File: src/digo_pkg.sv
// Purpose: Shared constants for the digitizer gain/offset configuration bank
// Assumes: Byte-wide subaddressed access from the serial control slave
// Notes: Subaddresses are the device's own, used as printed
package digo_pkg;
    localparam int ADDR_W = 8;
    localparam int DATA_W = 8;

    localparam logic [7:0] SUB_MUX2 = 8'h1a;
    localparam logic [7:0] SUB_BG_GAIN = 8'h1b;
    localparam logic [7:0] SUB_R_GAIN = 8'h1c;
    localparam logic [7:0] SUB_FINE_LO = 8'h1d;
    localparam logic [7:0] SUB_B_COFS = 8'h1e;
    localparam logic [7:0] SUB_G_COFS = 8'h1f;
    localparam logic [7:0] SUB_R_COFS = 8'h20;

    localparam logic [7:0] RST_MUX2 = 8'hc2;
    localparam logic [7:0] RST_BG_GAIN = 8'h77;
    localparam logic [7:0] RST_R_GAIN = 8'h07;
    localparam logic [7:0] RST_FINE_LO = 8'h00;
    localparam logic [7:0] RST_COFS = 8'h10;

    // Writable bit masks; reserved bits read as zero
    localparam logic [7:0] MASK_R_GAIN = 8'h0f;
    localparam logic [7:0] MASK_FINE_LO = 8'h3f;
    localparam logic [7:0] MASK_COFS = 8'h3f;

    // Field positions inside the mux select register
    localparam int SOG_FLT_HI = 7;
    localparam int SOG_FLT_LO = 6;
    localparam int CLP_FLT_HI = 5;
    localparam int CLP_FLT_LO = 4;
    localparam int REF_CLK_BIT = 3;
    localparam int VERTICAL_SYNC_INPUT_SELECT_BIT = 2;
    localparam int SMP_CLK_BIT = 1;
    localparam int HORIZONTAL_SYNC_INPUT_SELECT_BIT = 0;

    localparam int COFS_SIGN_BIT = 5;
    localparam int COFS_STEP_SHIFT = 2;

    typedef enum logic [1:0] {
        DIGO_SOG_2M5 = 2'b00,
        DIGO_SOG_10M = 2'b01,
        DIGO_SOG_33M = 2'b10,
        DIGO_SOG_BYP = 2'b11
    } digo_sog_flt_t;

    typedef enum logic [1:0] {
        DIGO_CLP_4M8 = 2'b00,
        DIGO_CLP_0M5 = 2'b01,
        DIGO_CLP_1M7 = 2'b10,
        DIGO_CLP_RSV = 2'b11
    } digo_clp_flt_t;
endpackage

File: src/digitizer_input_gain_offset_regs.sv
// Purpose: Gain, offset, filter and clock/sync select configuration bank
// Assumes: Serial control slave delivers byte writes and reads by subaddress
// Notes: Runs on the internal reference clock domain; outputs are register driven except port-fed upper fine offset bits and tied-high controlUsesInternalRef
// Summary of operation
// [RULE1] Sync-on-green filter code selects glitch filter
// [RULE2] Clamp filter code sets cutoff; 11 reserved
// [RULE3] Clamp filter applies to all enabled clamps
// [RULE4] Bit 3 picks sync reference clock
// [RULE5] Control, separator, activity stay on internal clock
// [RULE6] Host supplies 27 MHz for accurate detection
// [RULE7] Vertical sync select picks input A or B
// [RULE8] Bit 1 picks sample clock source
// [RULE9] Host pairs external clock with external clamp
// [RULE10] Horizontal sync select picks input A or B
// [RULE11] Gain codes map 0.5 to 2.0
// [RULE12] 1Bh holds green and blue gain
// [RULE13] 1Ch holds red gain, resets 07h
// [RULE14] Host keeps gain at most code 1000
// [RULE15] Fine offset low bits at 1Dh
// [RULE16] Coarse offset is sign-magnitude, four counts step
// [RULE17] Coarse offsets at 1Eh-20h reset 10h
// [RULE18] Host avoids coarse offsets below 10h
// [RULE19] Fields read back last written value
`timescale 1ns/1ps
module digitizer_input_gain_offset_regs (
    input wire logic sys_clk,
    input wire logic rst_n,
    input wire logic regWrEn,
    input wire logic regRdEn,
    input wire logic [digo_pkg::ADDR_W-1:0] regAddr,
    input wire logic [digo_pkg::DATA_W-1:0] regWrData,
    output logic [digo_pkg::DATA_W-1:0] regRdData,
    output logic regRdHit,
    input wire logic [9:2] redFineHigh,
    input wire logic [9:2] greenFineHigh,
    input wire logic [9:2] blueFineHigh,
    output digo_pkg::digo_sog_flt_t greenSyncFilterSelect,
    output logic [3:0] sogFilterOneHot,
    output digo_pkg::digo_clp_flt_t coarseClampFilterSelect,
    output logic [2:0] clampFilterOneHot,
    output logic syncRefExternal,
    output logic controlUsesInternalRef,
    output logic verticalSyncInputSelect,
    output logic sampleClockFromPll,
    output logic horizontalSyncInputSelect,
    output logic [4:0] redGainTenths,
    output logic [4:0] greenGainTenths,
    output logic [4:0] blueGainTenths,
    output logic [9:0] redFineOffset,
    output logic [9:0] greenFineOffset,
    output logic [9:0] blueFineOffset,
    output logic signed [8:0] redCoarseCounts,
    output logic signed [8:0] greenCoarseCounts,
    output logic signed [8:0] blueCoarseCounts
);
    import digo_pkg::*;

    localparam int NUM_REGS = 7;
    localparam int NUM_CH = 3;
    localparam int SLOT_W = 3;

    // Storage slots follow subaddress order, so a slot is an address offset
    localparam int SLOT_MUX2 = SUB_MUX2 - SUB_MUX2;
    localparam int SLOT_BG_GAIN = SUB_BG_GAIN - SUB_MUX2;
    localparam int SLOT_R_GAIN = SUB_R_GAIN - SUB_MUX2;
    localparam int SLOT_FINE_LO = SUB_FINE_LO - SUB_MUX2;
    localparam int SLOT_B_COFS = SUB_B_COFS - SUB_MUX2;
    localparam int SLOT_G_COFS = SUB_G_COFS - SUB_MUX2;
    localparam int SLOT_R_COFS = SUB_R_COFS - SUB_MUX2;

    // Channel order of the per-channel arrays
    localparam int CH_RED = 0;
    localparam int CH_GREEN = 1;
    localparam int CH_BLUE = 2;

    // Field positions inside the gain, fine and coarse offset bytes
    localparam int GAIN_W = 4;
    localparam int GAIN_UPPER_LSB = 4;
    localparam int GAIN_LOWER_LSB = 0;
    localparam int PAIR_W = 2;
    localparam int FINE_R_LSB = 4;
    localparam int FINE_G_LSB = 2;
    localparam int FINE_B_LSB = 0;
    localparam int COFS_W = 6;
    localparam int FINE_HIGH_W = 8;
    localparam int FINE_W = 10;

    // True for the seven subaddresses of this bank
    function automatic logic isMapped(input logic [7:0] a);
        isMapped = (a >= SUB_MUX2) && (a <= SUB_R_COFS);
    endfunction

    // Only meaningful while isMapped holds
    function automatic logic [SLOT_W-1:0] slotOf(input logic [7:0] a);
        logic [7:0] rel;
        rel = a - SUB_MUX2;
        slotOf = rel[SLOT_W-1:0];
    endfunction

    function automatic logic [7:0] resetOf(input int s);
        case (s)
            SLOT_MUX2: resetOf = RST_MUX2; // [RULE1]
            SLOT_BG_GAIN: resetOf = RST_BG_GAIN; // [RULE12]
            SLOT_R_GAIN: resetOf = RST_R_GAIN; // [RULE13]
            SLOT_FINE_LO: resetOf = RST_FINE_LO; // [RULE15]
            SLOT_B_COFS: resetOf = RST_COFS; // [RULE17]
            SLOT_G_COFS: resetOf = RST_COFS; // [RULE17]
            SLOT_R_COFS: resetOf = RST_COFS; // [RULE17]
            default: resetOf = '0;
        endcase
    endfunction

    // Reserved bits are cleared on write so they read back as zero
    function automatic logic [7:0] maskOf(input int s);
        case (s)
            SLOT_R_GAIN: maskOf = MASK_R_GAIN; // [RULE13]
            SLOT_FINE_LO: maskOf = MASK_FINE_LO; // [RULE15]
            SLOT_B_COFS: maskOf = MASK_COFS; // [RULE17]
            SLOT_G_COFS: maskOf = MASK_COFS; // [RULE17]
            SLOT_R_COFS: maskOf = MASK_COFS; // [RULE17]
            default: maskOf = '1;
        endcase
    endfunction

    logic [7:0] cfg_ff [NUM_REGS];
    logic [7:0] rdData_ff;
    logic rdHit_ff;
    wire logic [7:0] nxt_cfg [NUM_REGS];
    wire logic [NUM_REGS-1:0] wrSel;
    wire logic wrMapped;
    wire logic [SLOT_W-1:0] accSlot;
    wire logic [7:0] nxt_rdData;
    wire logic nxt_rdHit;

    assign wrMapped = regWrEn && isMapped(regAddr);
    assign accSlot = slotOf(regAddr);

    // One flip-flop byte per subaddress; unmapped writes touch nothing.
    // The mux select byte keeps all eight bits, reserved clamp code included.
    genvar gr;
    generate
        for (gr = 0; gr < NUM_REGS; gr++) begin : gRegs
            localparam logic [7:0] RST_VAL = resetOf(gr);
            localparam logic [7:0] WR_MASK = maskOf(gr);
            assign wrSel[gr] = wrMapped && (accSlot == SLOT_W'(gr));
            assign nxt_cfg[gr] = wrSel[gr] ? (regWrData & WR_MASK) : cfg_ff[gr]; // [RULE19]

            always_ff @(posedge sys_clk or negedge rst_n) begin
                if (!rst_n) begin
                    cfg_ff[gr] <= RST_VAL;
                end else begin
                    cfg_ff[gr] <= nxt_cfg[gr];
                end
            end
        end
    endgenerate

    // Named views of the bank, one per subaddress
    wire logic [7:0] inputFilterClockSyncSelect;
    wire logic [7:0] blueGreenCoarseGain;
    wire logic [7:0] redCoarseGain;
    wire logic [7:0] fineOffsetLowBits;
    wire logic [7:0] blueCoarseOffset;
    wire logic [7:0] greenCoarseOffset;
    wire logic [7:0] redCoarseOffset;
    assign inputFilterClockSyncSelect = cfg_ff[SLOT_MUX2];
    assign blueGreenCoarseGain = cfg_ff[SLOT_BG_GAIN];
    assign redCoarseGain = cfg_ff[SLOT_R_GAIN];
    assign fineOffsetLowBits = cfg_ff[SLOT_FINE_LO];
    assign blueCoarseOffset = cfg_ff[SLOT_B_COFS];
    assign greenCoarseOffset = cfg_ff[SLOT_G_COFS];
    assign redCoarseOffset = cfg_ff[SLOT_R_COFS];

    // A read and a write on one edge return the old byte
    assign nxt_rdHit = isMapped(regAddr);
    assign nxt_rdData = nxt_rdHit ? cfg_ff[accSlot] : '0; // [RULE19]

    always_ff @(posedge sys_clk or negedge rst_n) begin
        if (!rst_n) begin
            rdData_ff <= '0;
            rdHit_ff <= 1'b0;
        end else if (regRdEn) begin
            rdData_ff <= nxt_rdData;
            rdHit_ff <= nxt_rdHit;
        end
    end

    assign regRdData = rdData_ff;
    assign regRdHit = rdHit_ff;

    // Field decode of the filter, clock and sync select byte
    wire logic [1:0] sogCode;
    wire logic [1:0] clpCode;
    wire logic refClkBit;
    wire logic vsSelBit;
    wire logic smpClkBit;
    wire logic hsSelBit;
    assign sogCode = inputFilterClockSyncSelect[SOG_FLT_HI:SOG_FLT_LO];
    assign clpCode = inputFilterClockSyncSelect[CLP_FLT_HI:CLP_FLT_LO];
    assign refClkBit = inputFilterClockSyncSelect[REF_CLK_BIT];
    assign vsSelBit = inputFilterClockSyncSelect[VERTICAL_SYNC_INPUT_SELECT_BIT];
    assign smpClkBit = inputFilterClockSyncSelect[SMP_CLK_BIT];
    assign hsSelBit = inputFilterClockSyncSelect[HORIZONTAL_SYNC_INPUT_SELECT_BIT];

    assign greenSyncFilterSelect = digo_sog_flt_t'(sogCode); // [RULE1]
    assign sogFilterOneHot = 4'h1 << sogCode; // [RULE1]
    // Reserved clamp code reads back as written but never reaches the analog stage
    assign coarseClampFilterSelect = (clpCode == DIGO_CLP_RSV) ? DIGO_CLP_4M8
                                     : digo_clp_flt_t'(clpCode); // [RULE2]
    // One select shared by every enabled coarse clamp
    assign clampFilterOneHot = 3'h1 << coarseClampFilterSelect; // [RULE3]
    assign syncRefExternal = refClkBit; // [RULE4]
    // Register access and sync separation never follow the reference select
    assign controlUsesInternalRef = 1'b1; // [RULE5]
    assign verticalSyncInputSelect = vsSelBit; // [RULE7]
    assign sampleClockFromPll = smpClkBit; // [RULE8]
    assign horizontalSyncInputSelect = hsSelBit; // [RULE10]

    // Per-channel codes, indexed by CH_RED, CH_GREEN and CH_BLUE
    wire logic [GAIN_W-1:0] gainCode [NUM_CH];
    wire logic [PAIR_W-1:0] fineLoPair [NUM_CH];
    wire logic [FINE_HIGH_W-1:0] fineHigh [NUM_CH];
    wire logic [COFS_W-1:0] cofsCode [NUM_CH];
    wire logic [4:0] gainTenths [NUM_CH];
    wire logic [FINE_W-1:0] fineFull [NUM_CH];
    wire logic signed [8:0] cofsCounts [NUM_CH];

    assign gainCode[CH_RED] = redCoarseGain[GAIN_LOWER_LSB +: GAIN_W]; // [RULE13]
    assign gainCode[CH_GREEN] = blueGreenCoarseGain[GAIN_UPPER_LSB +: GAIN_W]; // [RULE12]
    assign gainCode[CH_BLUE] = blueGreenCoarseGain[GAIN_LOWER_LSB +: GAIN_W]; // [RULE12]

    assign fineLoPair[CH_RED] = fineOffsetLowBits[FINE_R_LSB +: PAIR_W]; // [RULE15]
    assign fineLoPair[CH_GREEN] = fineOffsetLowBits[FINE_G_LSB +: PAIR_W]; // [RULE15]
    assign fineLoPair[CH_BLUE] = fineOffsetLowBits[FINE_B_LSB +: PAIR_W]; // [RULE15]

    // Upper eight fine bits live outside this bank
    assign fineHigh[CH_RED] = redFineHigh;
    assign fineHigh[CH_GREEN] = greenFineHigh;
    assign fineHigh[CH_BLUE] = blueFineHigh;

    assign cofsCode[CH_RED] = redCoarseOffset[COFS_W-1:0]; // [RULE17]
    assign cofsCode[CH_GREEN] = greenCoarseOffset[COFS_W-1:0]; // [RULE17]
    assign cofsCode[CH_BLUE] = blueCoarseOffset[COFS_W-1:0]; // [RULE17]

    // Same gain, fine and coarse offset path for every channel
    genvar gc;
    generate
        for (gc = 0; gc < NUM_CH; gc++) begin : gChan
            digo_gain_map uGain (
                .code(gainCode[gc]),
                .gainTenths(gainTenths[gc])
            ); // [RULE11]

            assign fineFull[gc] = {fineHigh[gc], fineLoPair[gc]}; // [RULE15]

            digo_coarse_offset uCofs (
                .code(cofsCode[gc]),
                .counts(cofsCounts[gc])
            ); // [RULE16]
        end
    endgenerate

    assign redGainTenths = gainTenths[CH_RED];
    assign greenGainTenths = gainTenths[CH_GREEN];
    assign blueGainTenths = gainTenths[CH_BLUE];

    assign redFineOffset = fineFull[CH_RED];
    assign greenFineOffset = fineFull[CH_GREEN];
    assign blueFineOffset = fineFull[CH_BLUE];

    assign redCoarseCounts = cofsCounts[CH_RED];
    assign greenCoarseCounts = cofsCounts[CH_GREEN];
    assign blueCoarseCounts = cofsCounts[CH_BLUE];
endmodule

File: src/digo_coarse_offset.sv
// Purpose: Turns a 6-bit sign-magnitude coarse offset into signed counts
// Assumes: Four converter counts per magnitude step
// Notes: Both signs of zero give zero
`timescale 1ns/1ps
module digo_coarse_offset (
    input wire logic [5:0] code,
    output logic signed [8:0] counts
);
    import digo_pkg::*;
    wire logic [7:0] magCounts;
    assign magCounts = {code[4:0], 2'b00}; // [RULE16]
    assign counts = code[COFS_SIGN_BIT] ? -$signed({1'b0, magCounts})
                                        : $signed({1'b0, magCounts}); // [RULE16]
endmodule

File: src/digo_gain_map.sv
// Purpose: Maps a 4-bit coarse gain code to gain in tenths
// Assumes: Analog stage consumes gain as tenths
// Notes: Code 1110 is held at 1.8 as the device defines it
`timescale 1ns/1ps
module digo_gain_map (
    input wire logic [3:0] code,
    output logic [4:0] gainTenths
);
    import digo_pkg::*;
    localparam logic [4:0] GAIN_BASE = 5'h05;
    localparam logic [3:0] CODE_ODD = 4'he;
    localparam logic [4:0] GAIN_ODD = 5'h12;
    wire logic [4:0] linear;
    assign linear = GAIN_BASE + {1'b0, code}; // [RULE11]
    assign gainTenths = (code == CODE_ODD) ? GAIN_ODD : linear; // [RULE11]
endmodule

File: config.mk
export PLATFORM = sky130hd
export DESIGN_NAME = digitizer_input_gain_offset_regs
export DESIGN_NICKNAME = d
export VERILOG_FILES = /design/src/digo_pkg.sv /design/src/digitizer_input_gain_offset_regs.sv /design/src/digo_coarse_offset.sv /design/src/digo_gain_map.sv
export SDC_FILE = /design/constraint.sdc
export NUM_CORES = 1
export LEC_CHECK = 0
export ABC_AREA = 0
export BUFFER_PORTS_ARGS = -buffer_cell sky130_fd_sc_hd__buf_2
export CAP_MARGIN = 20
export CORE_MARGIN = 8
export CORE_UTILIZATION = 25
export DETAILED_ROUTE_END_ITERATION = 8
export SETUP_SLACK_MARGIN = 0.2
export SYNTH_ARGS = -nofsm -noshare
export SYNTH_HDL_FRONTEND = slang
export SYNTH_HIERARCHICAL = 1
export SYNTH_SLANG_ARGS = --single-unit
File: constraint.sdc
create_clock -name sys_clk -period 1.8 [get_ports sys_clk]
set_input_delay 0.36 -clock sys_clk [delete_from_list [all_inputs] [get_ports sys_clk]]
set_output_delay 0.36 -clock sys_clk [all_outputs]
set_load 0.1 [all_outputs]
=== Word-level counts from Yosys, hierarchy flattened ===
Cells that the tools add are included.

* Muxes and demuxes: 11
* Shifts and indexed selects: 2
* Bitwise gates (word level): 1
* Order comparisons: 3
* Add/subtract/negate cells: 7
* Reductions and logical operators: 10
* Equal/unequal tests: 10

{| class="wikitable"
|+ Operator list
! kind !! number
|-
| 2-to-1 mux 9 bit || 3
|-
| negation 7 -> 9 bit || 3
|-
| binary-select mux 8 bit (select 3 bit) || 1
|-
| 2-to-1 mux 8 bit || 3
|-
| adder 3 x 4 -> 5 bit (first input constant) || 3
|-
| 2-to-1 mux 5 bit || 3
|-
| == test 4 bit (second input constant) || 3
|-
| == test 3 bit (second input constant) || 3
|-
| logical AND 1 bit || 9
|-
| greater-or-equal comparator 8 x 5 -> 1 bit (second input constant) || 1
|-
| <= comparator 8 x 6 -> 1 bit (second input constant) || 1
|-
| == test 3 x 2 -> 1 bit (second input constant) || 2
|-
| greater-or-equal comparator 4 bit (second input constant) || 1
|-
| NOT 3 -> 4 bit || 1
|-
| left shift 1 x 2 -> 4 bit (first input constant) || 1
|-
| == test 3 x 1 -> 1 bit (second input constant) || 1
|-
| zero test 3 bit || 1
|-
| left shift 1 x 2 -> 3 bit (first input constant) || 1
|-
| subtractor 3 x 2 -> 3 bit (second input constant) || 1
|-
| == test 2 bit (second input constant) || 1
|-
| 2-to-1 mux 2 bit || 1
|}

* Output and inout port bits: 97
* Bits in registers: 53

=== Depth between registers and ports, before layout ===
* Depth in word-level cells: 6
* Gate-level depth with buffers: 7

=== Cells and area by module ===
Netlist, hierarchy kept.

{| class="wikitable"
|+ By module, submodules not included
! module !! seq. area each (um^2) !! area each (um^2) !! cells each !! times used
|-
| digitizer_input_gain_offset_regs || 1345.0 || 2750.1 || 220 || 1
|-
| digo_coarse_offset || 0.0 || 150.1 || 22 || 3
|-
| digo_gain_map || 0.0 || 78.8 || 12 || 3
|}

=== Worst setup path after synthesis ===
OpenSTA, ideal clock, no wires.

* Path kind: reg2out
* From: reg cfg_ff, in the netlist blueGreenCoarseGain[0]
* To: out blueGainTenths[2]
* Required time: 1.440 ns
* Stages on the path, launching flop included: 5
* Arrival: 3.033 ns
* Path buffers: 0
* Setup slack: -1.593 ns
* Path through: dfstp_2 > inv_1 > ha_1 > and2_1 > o21ai_0

* Cells in the longest elaborated chain, start to end: 2
* Elaborated cells between the ends (all ways): 3

{| class="wikitable"
|+ RTL lines
! item !! RTL line !! RTL
|-
| start, declared || digitizer_input_gain_offset_regs.sv:125 || <nowiki>logic [7:0] cfg_ff [NUM_REGS];</nowiki>
|-
| start signal, assigned by index || digitizer_input_gain_offset_regs.sv:152 || <nowiki>cfg_ff[gr] <= nxt_cfg[gr];</nowiki>
|-
| adder 3 x 4 -> 5 bit / == test 4 bit (equally long branches) || digo_gain_map.sv:14, digo_gain_map.sv:15 ||
|-
| 2-to-1 mux 5 bit (*) || digo_gain_map.sv:15 || <nowiki>assign gainTenths = (code == CODE_ODD) ? GAIN_ODD : linear;</nowiki>
|-
| end, declared || digitizer_input_gain_offset_regs.sv:48 || <nowiki>output logic [4:0] blueGainTenths,</nowiki>
|}

Every way passes the cells marked *; elsewhere a longest branch is shown, timed or not.

=== Worst setup path after layout ===
* From: reg cfg_ff, in the netlist redCoarseGain[0]
* To: out redGainTenths[2]

* Cells in the longest elaborated chain, start to end: 2
* Elaborated cells between the ends (all ways): 3

{| class="wikitable"
|+ RTL lines
! item !! RTL line !! RTL
|-
| adder 3 x 4 -> 5 bit / == test 4 bit (equally long branches) || digo_gain_map.sv:14, digo_gain_map.sv:15 ||
|-
| 2-to-1 mux 5 bit (*) || digo_gain_map.sv:15 ||
|-
| end, declared || digitizer_input_gain_offset_regs.sv:46 || <nowiki>output logic [4:0] redGainTenths,</nowiki>
|}

Marked as above.

==> results_dict.tcl <==
set metrics [dict create \
    initial_core_util 0.252 \
    die_h_um 133 \
    grt.met2_usage 0.207 \
    crit_family "flip-flops" \
    routedWlPerCell_um 17.3 \
    synth_top_cell_area_share 0.277 \
    cts_sinks 53 \
    ys_seq_elements 53 \
    htree_levels 2 \
    clockRootBuffer "clkbuf_16" \
    use_met1 0.142 \
    syn_to_final_growth_pct 80.6 \
    slew_violations 0 \
    drt_iter0_markers 89 \
    die_x_um 133 \
    async_flop_share 1.00 \
    post-route-drc-count 0 \
    cp.arrival_ns 1.60 \
    p_leak_nw 2.69 \
    antenna_found_initial 0 \
    period_share 1.09 \
    die-area_um2 17800 \
    syn_inst 322 \
    setup_viol 22 \
    status "complete, but fails checks" \
    wl_mm 11.0 \
    rsz0062_at_grt "yes" \
    p_total_mw 4.00 \
    crit_chain "inv_2, ha_4, and2_4, o21ai_4, buf_12" \
    clock_latency_ns 0.30 \
    worst_pin_slew_ns 0.511 \
    synth_top_area_cell "dfrtp_1" \
    fin_tns_setup_ns -1.99 \
    gr-total-overflow 0 \
    synth_ff_type "dfrtp_1" \
    grt_pass1_wl_mm 17.1 \
    cp.required_ns 1.44 \
    violations "setup timing" \
    syn-cell-area_um2 3440 \
    grt_pass1_vias 3165 \
    relSlewSlack 0.662 \
    hold_buffers 0 \
    core_region_area_um2 13700 \
    skew_ns 0.0101 \
    cts.clk_slew.worst_paths_ns 0.07 \
    nets 512 \
    slowest_delay_ns 0.58 \
    ys_types 39 \
    timing.fmax_mhz 509 \
    numPortBuffers 85 \
    layout-drive-gt1-share 0.757 \
    crit_path_end_kind "primary output" \
    vias 2907 \
    grt_usage 0.119 \
    start_kind "flip-flop" \
    critical_path_buf_inv_count 2 \
    antenna_left 0 \
    critical_path_peak_fanout 3 \
    tritoncts "done" \
    grt_max_degree 54 \
    gp_congestion 0.846 \
    crit_type "reg2out" \
    use_met3 0.0313 \
    hp-class "in2async" \
    hold_viol 0 \
    ys_warn_count 6 \
    max-cap-violations 0 \
    period_needed_ns 1.96 \
    synth_edf_count 0 \
    ys_seq_area_frac 0.391 \
    slowest_stage "dfstp_2" \
    num_antenna_cells 0 \
    final.setup.worst_slack_ns -0.165 \
    avgSynthCellArea_um2 10.7 \
    powerDensity_nw_per_um2 644 \
    grt-busiest-layer "met2" \
    pre_cts_ws_ns -0.258 \
    numCtsBuffers 5 \
    holdWs_ns 0.0328 \
    clock_tree.buffer_depth 2 \
    place_hpwl_mm 8.00 \
    ir_worst_vdd_mv 0.401 \
    num_rows 43 \
    synth_area_leaders "dfrtp_1 (28%), mux2_2 (15%), dfstp_2 (11%)" \
    io_pins 141 \
    viasPerCell 4.56 \
    detail_route.first_pass.iterations 4 \
]
## path summary, 6_finish.rpt
path                                                              to  cells after the start  slack [ns]                         start
setup / recovery                                    redGainTenths[2]                      5       -0.16  redCoarseGain[0]$_DFFE_PN1P_
hold / removal             inputFilterClockSyncSelect[0]$_DFFE_PN0P_                      2        0.03                         rst_n
setup reg to reg                            regRdData[0]$_DFFE_PN0P_                      6        0.28  redCoarseGain[0]$_DFFE_PN1P_
hold reg to reg                             regRdData[6]$_DFFE_PN0P_                      2        0.53      regRdData[6]$_DFFE_PN0P_
max in group asynchronous               redCoarseGain[1]$_DFFE_PN1P_                      2        1.45                         rst_n
min in group sys_clk              blueGreenCoarseGain[7]$_DFFE_PN0P_                      2        0.30                  regWrData[7]
## what timing repair did
| item | CTS | global route |
|---|---|---|
| pin swaps | 25 | 24 |
| setup endpoints to repair | 70 | 75 |
| gates resized for setup | 54 | 53 |
| setup buffers | 33 | 15 |
## cell type report
type / instances / area, um2
well taps: 180 / 225
repair buffers: 169 / 1860
fillers: 1269 / 7460
multi-input cells: 198 / 2460
inverters: 29 / 144
flip-flops and latches: 53 / 1360
clock buffers: 5 / 125
clock inverters: 3 / 28.8
## layout by cell type (no fill, tap or decap), drive strengths merged, types with 6 or more instances in the layout
cell,n
dfrtp,38
and2,7
o21ai,11
dfstp,15
a21oi,11
nand2b,9
conb,7
ha,12
xnor2,9
nand2,9
inv,28
nor2,6
mux2i,12
mux2,46
buf,169
o22ai,6
nand3,8
## power breakdown
group	switching, mW	total [mW]	internal [mW]	leakage (nW)
clock	0.485	1.02	0.534	0.0763
combinational	1.01	1.64	0.624	1.96
sequential	0.0827	1.34	1.26	0.658
total	1.58	4.00	2.42	2.69
## per-stage QoR
stage,cells,utilization,area [um2]
global placement,581,0.382,5220
detailed placement,581,0.382,5220
global route,637,0.454,6210
floorplan,325,-,4010
CTS,622,0.429,5860
finish,637,0.454,6210
## per-layer routing
layer | up-vias | wire [um]
li1 | 1353 | -
met1 | 1456 | 4610
met2 | 85 | 5670
met3 | 13 | 612
met4 | 0 | 137
met5 | - | 0
## synth_stat cells (5+ instances only)
master	number
mux2_2	46
buf_4	38
dfrtp_1	38
inv_1	28
dfstp_2	15
ha_1	12
mux2i_1	12
a21oi_1	11
o21ai_0	11
nand2_1	9
nand2b_1	9
xnor2_1	9
nand3_1	8
and2_1	7
o22ai_1	6
nor2_1	5
nor3_1	5
## registers in the layout, indices dropped and copies added (netlist names)
register                    flops
blueCoarseOffset                6
blueGreenCoarseGain             8
fineOffsetLowBits               6
greenCoarseOffset               6
inputFilterClockSyncSelect      8
redCoarseGain                   4
redCoarseOffset                 6
regRdData                       8
regRdHit                        1
## cell families (layout without fill, tap and decap cells)
| logic type | Yosys count | after routing | synth area share |
|---|---|---|---|
| and+or+nand+nor | 62 | 62 | 0.113 |
| muxes | 62 | 62 | 0.212 |
| buffers and inverters | 74 | 206 | 0.124 |
| adders and majority gates | 12 | 12 | 0.0437 |
| other | 4 | 7 | 0.00437 |
| xor gates and xnor gates | 9 | 9 | 0.0229 |
| AOI/OAI and AO/OA | 46 | 46 | 0.0881 |
| DFF | 53 | 53 | 0.391 |
Note: power is estimated with default switching activity, not from simulation.
